[src/logic/agp_dvo_pkg.sv]
// Constants and types shared by the graphics-port pin multiplexer
// ---------------------------------------------------------------
// Functional notes
// - The strap and the AGP parity signal share one pin.
// - The strap level picks AGP mode or digital video mode for the shared pins.
// - An internal pull-down holds the strap low when nothing is fitted.
// - A low strap means a digital video device is attached.
// - Cards pull the strap high; config bit 1 at 74h then reads one.
// - In video mode the eight sideband address pins act as identifier straps.
// - Port B data 0..11 sit on AD3,2,5,4,7,6,8,CBE0,10,9,12,11.
// - Port C data 0..11 sit on AD19..23,CBE3,25,24,27,26,29,28.
// - Port B clock on strobe 0 pair; syncs AD0/AD1; blank CBE1; field AD14.
// - Port C clock on strobe 1 pair; syncs AD17/AD16; blank AD18; field AD31.
// - Serial clock/data pairs and monitor lines use IRDY,DEVSEL,TRDY,FRAME,AD15,STOP.
// - Display interrupt input on AD30; port clock interrupt on AD13.
// - Identifier bit n is taken from sideband address bit n.
// - The power-management signal uses the PIPE pin in video mode.
// ---------------------------------------------------------------
package agp_dvo_pkg;

	// ---------------------------------------------------------------
	// Configuration register
	// ---------------------------------------------------------------
	localparam logic [7:0] STRAP_CFG_OFF = 8'h74;
	localparam int STRAP_CFG_DRIVE_BIT = 0;
	localparam int STRAP_CFG_MODE_BIT = 1;
	localparam logic [31:0] STRAP_CFG_RESET = 32'h00000001;

	// ---------------------------------------------------------------
	// Pin vector: AD[31:0] at 0..31, C/BE#[3:0] at 32..35
	// ---------------------------------------------------------------
	localparam int NPIN = 36;
	localparam int NDATA = 12;
	localparam int NCTL = 5;
	localparam int NSER = 6;
	localparam int PB_MAP [0:11] = '{3, 2, 5, 4, 7, 6, 8, 32, 10, 9, 12, 11};
	localparam int PC_MAP [0:11] = '{19, 20, 21, 22, 23, 35, 25, 24, 27, 26, 29, 28};
	localparam int PB_HSYNC_PIN = 0;
	localparam int PB_VSYNC_PIN = 1;
	localparam int PB_BLANK_PIN = 33;
	localparam int PB_FLDSTL_PIN = 14;
	localparam int PC_HSYNC_PIN = 17;
	localparam int PC_VSYNC_PIN = 16;
	localparam int PC_BLANK_PIN = 18;
	localparam int PC_FLDSTL_PIN = 31;
	localparam int DISP_INT_PIN = 30;
	localparam int CLK_INT_PIN = 13;
	localparam int MON_DATA_PIN = 15;

	// Control pin indices
	localparam int CTL_IRDY = 0;
	localparam int CTL_DEVSEL = 1;
	localparam int CTL_TRDY = 2;
	localparam int CTL_FRAME = 3;
	localparam int CTL_STOP = 4;

	// Serial line indices on the video-side port
	localparam int SER_DISP_CLK = 0;
	localparam int SER_DISP_DATA = 1;
	localparam int SER_SEC_CLK = 2;
	localparam int SER_SEC_DATA = 3;
	localparam int SER_MON_DATA = 4;
	localparam int SER_MON_CLK = 5;

	typedef enum logic [1:0] {
		MODE_DVO = 2'b01,
		MODE_AGP = 2'b10
	} port_mode_t;

endpackage

[src/logic/strap_capture.sv]
// Reset-time capture of the mode strap and the identifier straps
`timescale 1ns/1ps
module strap_capture
	import agp_dvo_pkg::*;
(
	input wire logic clk,
	input wire logic rst_n,
	input wire logic detect_pin,
	input wire logic [7:0] id_pins,
	output port_mode_t mode,
	output logic [7:0] id
);
	port_mode_t mode_q, mode_d;
	logic [7:0] id_q, id_d;

	// Sampled on every edge while reset is low, frozen afterwards
	always_comb begin
		mode_q_hold: begin
			mode_d = mode_q;
			id_d = id_q;
			if (!rst_n) begin
				mode_d = detect_pin ? MODE_AGP : MODE_DVO;
				id_d = id_pins;
			end
		end
	end

	always_ff @(posedge clk) begin
		mode_q <= mode_d;
		id_q <= id_d;
	end

	assign mode = mode_q;
	assign id = id_q;
endmodule

[src/logic/agp_dvo_pin_mux.sv]
// Graphics-port pin multiplexer between AGP and two digital video ports
`timescale 1ns/1ps
module agp_dvo_pin_mux
	import agp_dvo_pkg::*;
(
	input wire logic clk,
	input wire logic rst_n,
	// Shared pins
	input wire logic [31:0] gad_in,
	output logic [31:0] gad_out,
	output logic [31:0] gad_oe,
	input wire logic [3:0] gcbe_n_in,
	output logic [3:0] gcbe_n_out,
	output logic [3:0] gcbe_n_oe,
	input wire logic [1:0] gadstb_in,
	output logic [1:0] gadstb_out,
	output logic [1:0] gadstb_oe,
	input wire logic [1:0] gadstb_n_in,
	output logic [1:0] gadstb_n_out,
	output logic [1:0] gadstb_n_oe,
	input wire logic [4:0] gctl_in,
	output logic [4:0] gctl_out,
	output logic [4:0] gctl_oe,
	input wire logic [7:0] gsba_in,
	input wire logic gpipe_n_in,
	input wire logic gpar_in,
	output logic gpar_out,
	output logic gpar_oe,
	output logic strap_pull_down_en,
	// AGP core side
	input wire logic [31:0] agp_ad_out,
	input wire logic [31:0] agp_ad_oe,
	input wire logic [3:0] agp_cbe_n_out,
	input wire logic [3:0] agp_cbe_n_oe,
	input wire logic [1:0] agp_stb_out,
	input wire logic [1:0] agp_stb_n_out,
	input wire logic [1:0] agp_stb_oe,
	input wire logic [4:0] agp_ctl_out,
	input wire logic [4:0] agp_ctl_oe,
	input wire logic agp_par_out,
	input wire logic agp_par_oe,
	output logic [31:0] agp_ad_in,
	output logic [3:0] agp_cbe_n_in,
	output logic [1:0] agp_stb_in,
	output logic [1:0] agp_stb_n_in,
	output logic [4:0] agp_ctl_in,
	output logic [7:0] agp_sba_in,
	output logic agp_pipe_n_in,
	output logic agp_par_in,
	// Digital video core side
	input wire logic [11:0] port_b_pixel_bus,
	input wire logic [11:0] port_c_pixel_bus,
	input wire logic port_b_pixel_clock,
	input wire logic port_b_pixel_clock_n,
	input wire logic port_c_pixel_clock,
	input wire logic port_c_pixel_clock_n,
	input wire logic port_b_line_sync,
	input wire logic port_b_frame_sync,
	input wire logic port_c_line_sync,
	input wire logic port_c_frame_sync,
	input wire logic port_b_blank_border_n,
	input wire logic port_c_blank_border_n,
	output logic port_b_field_stall_in,
	output logic port_c_field_stall_in,
	input wire logic [5:0] serial_out,
	input wire logic [5:0] serial_oe,
	output logic [5:0] serial_in,
	output logic shared_display_interrupt_n,
	output logic shared_port_clock_interrupt,
	output logic display_power_management,
	output logic [7:0] addin_display_identifier,
	output logic agp_mode,
	// Configuration access
	input wire logic cfg_wr,
	input wire logic cfg_rd,
	input wire logic [7:0] cfg_addr,
	input wire logic [31:0] cfg_wdata,
	output logic [31:0] cfg_rdata
);
	// ---------------------------------------------------------------
	// Strap capture
	// ---------------------------------------------------------------
	port_mode_t mode;
	logic [7:0] id;

	// The parity pin is never driven during reset, so it reads the bare strap
	strap_capture strap_capture_i (
		.clk(clk),
		.rst_n(rst_n),
		.detect_pin(gpar_in),
		.id_pins(gsba_in),
		.mode(mode),
		.id(id)
	);

	// Pull-down is always on; a card pulls against it
	assign strap_pull_down_en = 1'b1;

	// ---------------------------------------------------------------
	// Configuration register
	// ---------------------------------------------------------------
	logic drive_en_q, drive_en_d;
	logic [31:0] cfg_rdata_q, cfg_rdata_d;
	logic [31:0] cfg_view;

	always_comb begin
		cfg_view = '0;
		cfg_view[STRAP_CFG_DRIVE_BIT] = drive_en_q;
		cfg_view[STRAP_CFG_MODE_BIT] = (mode == MODE_AGP);
		drive_en_d = drive_en_q;
		cfg_rdata_d = cfg_rdata_q;
		if (!rst_n) begin
			drive_en_d = STRAP_CFG_RESET[STRAP_CFG_DRIVE_BIT];
			cfg_rdata_d = '0;
		end else begin
			if (cfg_wr && cfg_addr == STRAP_CFG_OFF) begin
				drive_en_d = cfg_wdata[STRAP_CFG_DRIVE_BIT];
			end
			if (cfg_rd) begin
				cfg_rdata_d = (cfg_addr == STRAP_CFG_OFF) ? cfg_view : 32'h00000000;
			end
		end
	end

	always_ff @(posedge clk) begin
		drive_en_q <= drive_en_d;
		cfg_rdata_q <= cfg_rdata_d;
	end

	assign cfg_rdata = cfg_rdata_q;

	// ---------------------------------------------------------------
	// Pin-side outputs and enables
	// ---------------------------------------------------------------
	logic [NPIN-1:0] pin_o_q, pin_o_d, pin_e_q, pin_e_d;
	logic [1:0] stb_o_q, stb_o_d, stb_n_o_q, stb_n_o_d, stb_e_q, stb_e_d;
	logic [4:0] ctl_o_q, ctl_o_d, ctl_e_q, ctl_e_d;
	logic par_o_q, par_o_d, par_e_q, par_e_d;

	// Nothing drives during reset: the strap must be read undisturbed
	always_comb begin
		{pin_o_d, pin_e_d, stb_o_d, stb_n_o_d, stb_e_d} = '0;
		{ctl_o_d, ctl_e_d, par_o_d, par_e_d} = '0;
		if (rst_n && mode == MODE_AGP) begin
			pin_o_d = {agp_cbe_n_out, agp_ad_out};
			pin_e_d = {agp_cbe_n_oe, agp_ad_oe};
			{stb_o_d, stb_n_o_d, stb_e_d} = {agp_stb_out, agp_stb_n_out, agp_stb_oe};
			{ctl_o_d, ctl_e_d} = {agp_ctl_out, agp_ctl_oe};
			{par_o_d, par_e_d} = {agp_par_out, agp_par_oe};
		end else if (rst_n) begin
			for (int i = 0; i < NDATA; i++) begin
				pin_o_d[PB_MAP[i]] = port_b_pixel_bus[i];
				pin_e_d[PB_MAP[i]] = drive_en_q;
				pin_o_d[PC_MAP[i]] = port_c_pixel_bus[i];
				pin_e_d[PC_MAP[i]] = drive_en_q;
			end
			pin_o_d[PB_HSYNC_PIN] = port_b_line_sync;
			pin_o_d[PB_VSYNC_PIN] = port_b_frame_sync;
			pin_o_d[PB_BLANK_PIN] = port_b_blank_border_n;
			pin_o_d[PC_HSYNC_PIN] = port_c_line_sync;
			pin_o_d[PC_VSYNC_PIN] = port_c_frame_sync;
			pin_o_d[PC_BLANK_PIN] = port_c_blank_border_n;
			pin_e_d[PB_HSYNC_PIN] = drive_en_q;
			pin_e_d[PB_VSYNC_PIN] = drive_en_q;
			pin_e_d[PB_BLANK_PIN] = drive_en_q;
			pin_e_d[PC_HSYNC_PIN] = drive_en_q;
			pin_e_d[PC_VSYNC_PIN] = drive_en_q;
			pin_e_d[PC_BLANK_PIN] = drive_en_q;
			stb_o_d = {port_c_pixel_clock, port_b_pixel_clock};
			stb_n_o_d = {port_c_pixel_clock_n, port_b_pixel_clock_n};
			stb_e_d = {drive_en_q, drive_en_q};
			// Open-drain serial lines follow the core's own enables
			pin_o_d[MON_DATA_PIN] = serial_out[SER_MON_DATA];
			pin_e_d[MON_DATA_PIN] = serial_oe[SER_MON_DATA];
			ctl_o_d[CTL_IRDY] = serial_out[SER_DISP_CLK];
			ctl_e_d[CTL_IRDY] = serial_oe[SER_DISP_CLK];
			ctl_o_d[CTL_DEVSEL] = serial_out[SER_DISP_DATA];
			ctl_e_d[CTL_DEVSEL] = serial_oe[SER_DISP_DATA];
			ctl_o_d[CTL_TRDY] = serial_out[SER_SEC_CLK];
			ctl_e_d[CTL_TRDY] = serial_oe[SER_SEC_CLK];
			ctl_o_d[CTL_FRAME] = serial_out[SER_SEC_DATA];
			ctl_e_d[CTL_FRAME] = serial_oe[SER_SEC_DATA];
			ctl_o_d[CTL_STOP] = serial_out[SER_MON_CLK];
			ctl_e_d[CTL_STOP] = serial_oe[SER_MON_CLK];
			// Parity pin stays an input: it is the strap in this mode
		end
	end

	always_ff @(posedge clk) begin
		pin_o_q <= pin_o_d;
		pin_e_q <= pin_e_d;
		stb_o_q <= stb_o_d;
		stb_n_o_q <= stb_n_o_d;
		stb_e_q <= stb_e_d;
		ctl_o_q <= ctl_o_d;
		ctl_e_q <= ctl_e_d;
		par_o_q <= par_o_d;
		par_e_q <= par_e_d;
	end

	assign gad_out = pin_o_q[31:0];
	assign gad_oe = pin_e_q[31:0];
	assign gcbe_n_out = pin_o_q[35:32];
	assign gcbe_n_oe = pin_e_q[35:32];
	assign gadstb_out = stb_o_q;
	assign gadstb_n_out = stb_n_o_q;
	assign gadstb_oe = stb_e_q;
	assign gadstb_n_oe = stb_e_q;
	assign gctl_out = ctl_o_q;
	assign gctl_oe = ctl_e_q;
	assign gpar_out = par_o_q;
	assign gpar_oe = par_e_q;

	// ---------------------------------------------------------------
	// Core-side inputs
	// ---------------------------------------------------------------
	logic [54:0] agp_in_q, agp_in_d;
	logic [5:0] ser_in_q, ser_in_d;
	logic [12:0] dvo_in_q, dvo_in_d;

	// The inactive side sees idle levels, so it never acts on the other's traffic
	always_comb begin
		agp_in_d = {1'b1, 1'b0, 8'h00, 5'h1f, 2'h0, 2'h0, 4'hf, 32'h00000000};
		ser_in_d = 6'h3f;
		dvo_in_d = {8'h00, 1'b0, 1'b0, 1'b1, 1'b0, 1'b0};
		if (rst_n && mode == MODE_AGP) begin
			agp_in_d = {gpipe_n_in, gpar_in, gsba_in, gctl_in, gadstb_n_in, gadstb_in,
				gcbe_n_in, gad_in};
		end else if (rst_n) begin
			ser_in_d = {gctl_in[CTL_STOP], gad_in[MON_DATA_PIN], gctl_in[CTL_FRAME],
				gctl_in[CTL_TRDY], gctl_in[CTL_DEVSEL], gctl_in[CTL_IRDY]};
			dvo_in_d = {id,
				gpipe_n_in,
				gad_in[CLK_INT_PIN],
				gad_in[DISP_INT_PIN],
				gad_in[PC_FLDSTL_PIN],
				gad_in[PB_FLDSTL_PIN]};
		end
	end

	always_ff @(posedge clk) begin
		agp_in_q <= agp_in_d;
		ser_in_q <= ser_in_d;
		dvo_in_q <= dvo_in_d;
	end

	assign agp_ad_in = agp_in_q[31:0];
	assign agp_cbe_n_in = agp_in_q[35:32];
	assign agp_stb_in = agp_in_q[37:36];
	assign agp_stb_n_in = agp_in_q[39:38];
	assign agp_ctl_in = agp_in_q[44:40];
	assign agp_sba_in = agp_in_q[52:45];
	assign agp_par_in = agp_in_q[53];
	assign agp_pipe_n_in = agp_in_q[54];
	assign serial_in = ser_in_q;
	assign port_b_field_stall_in = dvo_in_q[0];
	assign port_c_field_stall_in = dvo_in_q[1];
	assign shared_display_interrupt_n = dvo_in_q[2];
	assign shared_port_clock_interrupt = dvo_in_q[3];
	assign display_power_management = dvo_in_q[4];
	assign addin_display_identifier = dvo_in_q[12:5];
	assign agp_mode = (mode == MODE_AGP);
endmodule

[config.mk]
export PLATFORM = sky130hd
export DESIGN_NAME = agp_dvo_pin_mux
export DESIGN_NICKNAME = d
export VERILOG_FILES = /design/src/logic/agp_dvo_pkg.sv /design/src/logic/strap_capture.sv /design/src/logic/agp_dvo_pin_mux.sv
export SDC_FILE = /design/constraint.sdc
export NUM_CORES = 1
export LEC_CHECK = 0
export ABC_AREA = 1
export BUFFER_PORTS_ARGS = -buffer_cell sky130_fd_sc_hd__buf_2
export CORE_AREA = 2 2 168 170
export CTS_CLUSTER_SIZE = 24
export DETAILED_ROUTE_END_ITERATION = 10
export DIE_AREA = 0 0 170 172
export PLACE_DENSITY_LB_ADDON = 0.1
export SETUP_SLACK_MARGIN = 0.4
export SYNTH_ARGS = -nofsm -noshare
export SYNTH_HDL_FRONTEND = slang
export SYNTH_SLANG_ARGS = --single-unit
[constraint.sdc]
create_clock -name clk -period 1.75 [get_ports clk]
set_input_delay 0.175 -clock clk [delete_from_list [all_inputs] [get_ports clk]]
set_output_delay 0.175 -clock clk [all_outputs]
set_load 0.005 [all_outputs]
# Word-level counts from Yosys, hierarchy flattened
# Cells that the tools add are included.
[classes]
n_eq_ne = 2
mux = 27
bitwise_logic = 1
reduce_logical = 3
[op_table]
columns = ["operator", "n"]
rows = [
  ["two-way mux 15 bit", 4],
  ["two-way mux 13 bit", 4],
  ["two-way mux 2 bit", 11],
  ["two-way mux 5 bit", 4],
  ["equality test 8 x 7 -> 1 bit, second input constant", 1],
  ["two-way mux 1 bit", 4],
  ["equality test 2 bit, second input constant", 1],
  ["logical AND 1 bit", 2],
  ["OR reduction 2 bit", 1],
  ["NOT 1 bit", 1],
]
[word_totals]
regBits = 207
input_bits = 235
output_inout_bits = 200
word_cells = 51

# Longest topological paths before layout
[depth]
ltp_word = 3
depth_mapped = 8
depth_no_buf = 6

# Cells and area by module
# From an unflattened synthesis, not the netlist that was laid out.
[unflattened]
cells_unflattened = 624
area_unflattened_um2 = 5524.0
[by_module_without_submodules]
columns = ["module", "n_inst", "cells_each", "area_per_inst_um2", "seq_area_each_um2"]
rows = [
  ["agp_dvo_pin_mux", 1, 612, 5216.3, 3343.2],
  ["strap_capture", 1, 12, 307.8, 300.3],
]

# Worst setup path after synthesis
# No wires, ideal clock.
[synth_timing]
path_kind = "register -> register"
start = "reg strap_capture_i.mode_q[0], in the netlist strap_capture_i.mode[0]"
end = "reg agp_in_q[33]"
setup_time_ns = 0.123
arrival_time_ns = 1.151
t_required_ns = 1.627
slack_ns = 0.476
path_stages_with_launch = 5
path_buffers = 1
synth_period_minus_slack_ns = 1.274
path_cell_list = "edfxtp_1 -> nor2_4 -> nand2_2 -> clkbuf_1 -> or2_2"
[synth_via]
elab_chain_cells = 2
[synth_rtl]
columns = ["item", "line_no", "text"]
rows = [
  ["start, declared", "strap_capture.sv:13", "port_mode_t mode_q, mode_d;"],
  ["start signal, assigned", "strap_capture.sv:29", "mode_q <= mode_d;"],
  ["equality test 2 bit", "n/a", ""],
  ["named net agp_mode", "agp_dvo_pin_mux.sv:72", "output logic agp_mode,"],
  ["logical AND 1 bit", "agp_dvo_pin_mux.sv:226", "if (rst_n && mode == MODE_AGP) begin"],
  ["end signal, assigned", "agp_dvo_pin_mux.sv:242", "agp_in_q <= agp_in_d;"],
  ["end, declared", "agp_dvo_pin_mux.sv:217", "logic [54:0] agp_in_q, agp_in_d;"],
]
# The timed path passes the listed nets, and every way through them passes these cells.
# A chain may end at the register's enable or synchronous reset.

# Worst setup path after layout
[layout_timing]
start = "reg strap_capture_i.mode_q[0], in the netlist strap_capture_i.mode[0]"
end = "out agp_mode"
[layout_via]
elab_chain_cells = 1
[layout_rtl]
columns = ["item", "line_no", "text"]
rows = [
  ["equality test 2 bit", "agp_dvo_pin_mux.sv:262", "assign agp_mode = (mode == MODE_AGP);"],
  ["end, declared", "agp_dvo_pin_mux.sv:72", ""],
]
# No other way between the ends.

==> results.json <==
{
  "synth_cell_types": 18,
  "seq_area_frac_synth_pct": 66.1,
  "core_sq_um": 27500,
  "fin_area_sq_um": 10300,
  "clk_pin_slew_ns": 0.07,
  "cts_buffer_depth": 2,
  "hp-class": "input port to flop",
  "placed_cell_area_sq_um": 7660,
  "start_util_pct": 20.1,
  "drive_above_1_share_pct": 35.3,
  "cts_root_buf": "clkbuf_16",
  "antenna_cells": 0,
  "yosys-top-cells-area": "dfxtp_1 61%, nand2_1 15%, edfxtp_1 5.4%",
  "critPathLaunchType": "flop",
  "drv_slew": 0,
  "dr.pass1.iters": 4,
  "place.gp.congestion": 0.703,
  "ff_latch_area_sq_um": 3640,
  "criticalPathCategory": "flop to output pin",
  "io_pins": 435,
  "finalCritPeriodShare_pct": 77.4,
  "peakVddDrop_v": 0.000450,
  "wl_per_cell_microns": 13.5,
  "clkSinkCount": 177,
  "tns_ns": 0,
  "power.density_nw_per_um2": 921,
  "vias": 5672,
  "status": "finished clean",
  "grt_max_degree": 39,
  "die-area_sq_um": 29200,
  "avgSynthCellArea_sq_um": 8.84,
  "numCtsBuffers": 17,
  "portBuffers": 372,
  "grt_overflow": 0,
  "min_period_ns": 1.35,
  "cellLeakagePower_nw": 5.55,
  "synth_top_cell_by_area": "dfxtp_1",
  "slew_headroom_pct": 63.7,
  "first_global_vias": 5468,
  "placementRows": 61,
  "routed_wl_mm": 21.0,
  "worst_setup_path_end_kind": "output pin",
  "fp.dieH_microns": 172,
  "rsz0062_at_grt": "yes",
  "grt_antenna_before_repair": 2,
  "vias_per_cell": 3.65,
  "tightestPinTransition_ns": 0.543,
  "cts_tree": "yes",
  "netlist_area_sq_um": 5510,
  "dr.first_iter.drc_count": 130,
  "grt_pass1_wl_mm": 29.2,
  "syn_to_final_growth_pct": 86.6,
  "ys.warnings.count": 0,
  "dp_hpwl_mm": 14.2,
  "hold_viol": 0,
  "grt_util_all_layers_pct": 13.3,
  "synth-seq-cells": 177,
  "synthCells": 623,
  "arrival_ns": 1.18,
  "finalSetupViolCount": 0,
  "synth_top_area_share_pct": 60.7,
  "multiInputGateArea_sq_um": 1310,
  "fillers": 2899,
  "required_ns": 1.57,
  "layout.nets": 1428,
  "cts-htree-levels": 4,
  "drc": 0,
  "ant_nets": 0,
  "max_cap_viol_count": 0,
  "skew_ns": 0.0114,
  "max_freq_mhz": 739,
  "dpl.cell_count": 1323,
  "clk_latency_ns": 0.43,
  "crit_fanout": 4,
  "die_w_microns": 170,
  "final_cell_count_no_fill": 1552
}
==> timing repair <==
item,in CTS,in global routing
endpoints found under the setup margin,96,114
pin swaps,1,1
cloned,1,2
hold buffers,193,0
hold endpoints to repair,168,0
resized for setup,5,8
setup buffers,0,1
==> metrics by stage <==
| step | hold slack (ns) | setup slack [ns] | utilization, % | power (mW) |
|---|---|---|---|---|
| after floorplan | 0.260 | 0.476 | - | 4.86 |
| after global placement | 0.362 | 0.360 | 27.9 | 5.42 |
| after detailed placement | 0.366 | 0.339 | 27.9 | 5.41 |
| after CTS | 0.0193 | 0.356 | 37.1 | 9.64 |
| after global routing | 0.0459 | 0.323 | 37.4 | 9.96 |
| final | 0.0415 | 0.396 | 37.4 | 9.47 |
==> final cells by class <==
cell class,instances,area share (%)
timing repair buffer,579,39.2
sequential,177,35.4
multi-input combinational,339,12.8
clock buffer,20,4.34
tap,346,4.21
inverter,79,2.93
clock inverter,12,1.16
==> power breakdown <==
part           internal [mW]  switching, mW
sequential              4.32         0.0589
combinational          0.742          0.572
clock                   2.04           1.74
==> worst max-delay path, cell delays in order, from the launching register on <==
cell	delay [ns]
edfxtp_1	0.41
nor2_4	0.21
buf_6	0.14
==> registers in the layout (all words and copies together) (netlist names), 2 cells and up <==
signal                cells
gadstb_out                2
gctl_out                  5
gadstb_n_out              2
agp_in_q                 55
dvo_in_q                 13
cfg_rdata                 2
gadstb_n_oe               2
strap_capture_i.mode      2
serial_in                 6
pin_o_q                  36
pin_e_q                  36
gctl_oe                   5
strap_capture_i.id        8
==> routing by layer <==
layer	wire length (microns)	vias to the layer above	share of wire (%)	GRT usage, %
met5	33	-	0.16	0
met4	344	4	1.6	4.61
met3	1700	24	8.1	4.62
met2	10700	248	51	24.6
met1	8280	2521	39	14.0
li1	-	2875	-	-
==> placed cells by master (no fill, tap or decap), types with 4 or more instances in the layout <==
cell,instances
inv_1,76
dfxtp_1,167
nand2_1,221
edfxtp_1,10
buf_2,371
clkbuf_16,19
dlygate4sd3_1,193
buf_4,4
nor2_1,71
nand3_1,4
inv_6,4
conb_1,31
or2_2,4
==> synthesized netlist by cell type <==
| cell type | instances |
|---|---|
| buf_1 | 4 |
| a21oi_1 | 2 |
| nor2_4 | 2 |
| nand3_1 | 4 |
| nand2_2 | 1 |
| dfxtp_1 | 167 |
| buf_2 | 5 |
| o21ai_0 | 2 |
| edfxtp_1 | 10 |
| or2_2 | 4 |
| nand2_1 | 221 |
| inv_1 | 76 |
| nor2_1 | 71 |
| nand4_1 | 1 |
| inv_2 | 3 |
| clkbuf_1 | 9 |
| conb_1 | 2 |
| buf_4 | 39 |
==> logic make-up after synthesis <==
group	Yosys count	share of synthesized area [%]
flops	177	66.1
buf+inv	136	12.0
compound gates	4	0.363
other cells	2	0.136
simple gates	304	21.3
==> final timing paths <==
check	cells after the start	startpoint	to	slack, ns
worst max-delay path	2	strap_capture_i.mode[0]$_DFFE_PN_	agp_mode	0.40
worst min-delay path	3	cfg_wdata[0]	drive_en_q$_SDFFE_PN1P_	0.04
worst max register to register	4	strap_capture_i.mode[0]$_DFFE_PN_	agp_in_q[34]$_SDFF_PN1_	0.41
worst min register to register	2	strap_capture_i.id[0]$_DFFE_PN_	dvo_in_q[5]$_SDFF_PP0_	0.46
Power figures use the tool's default switching activity.
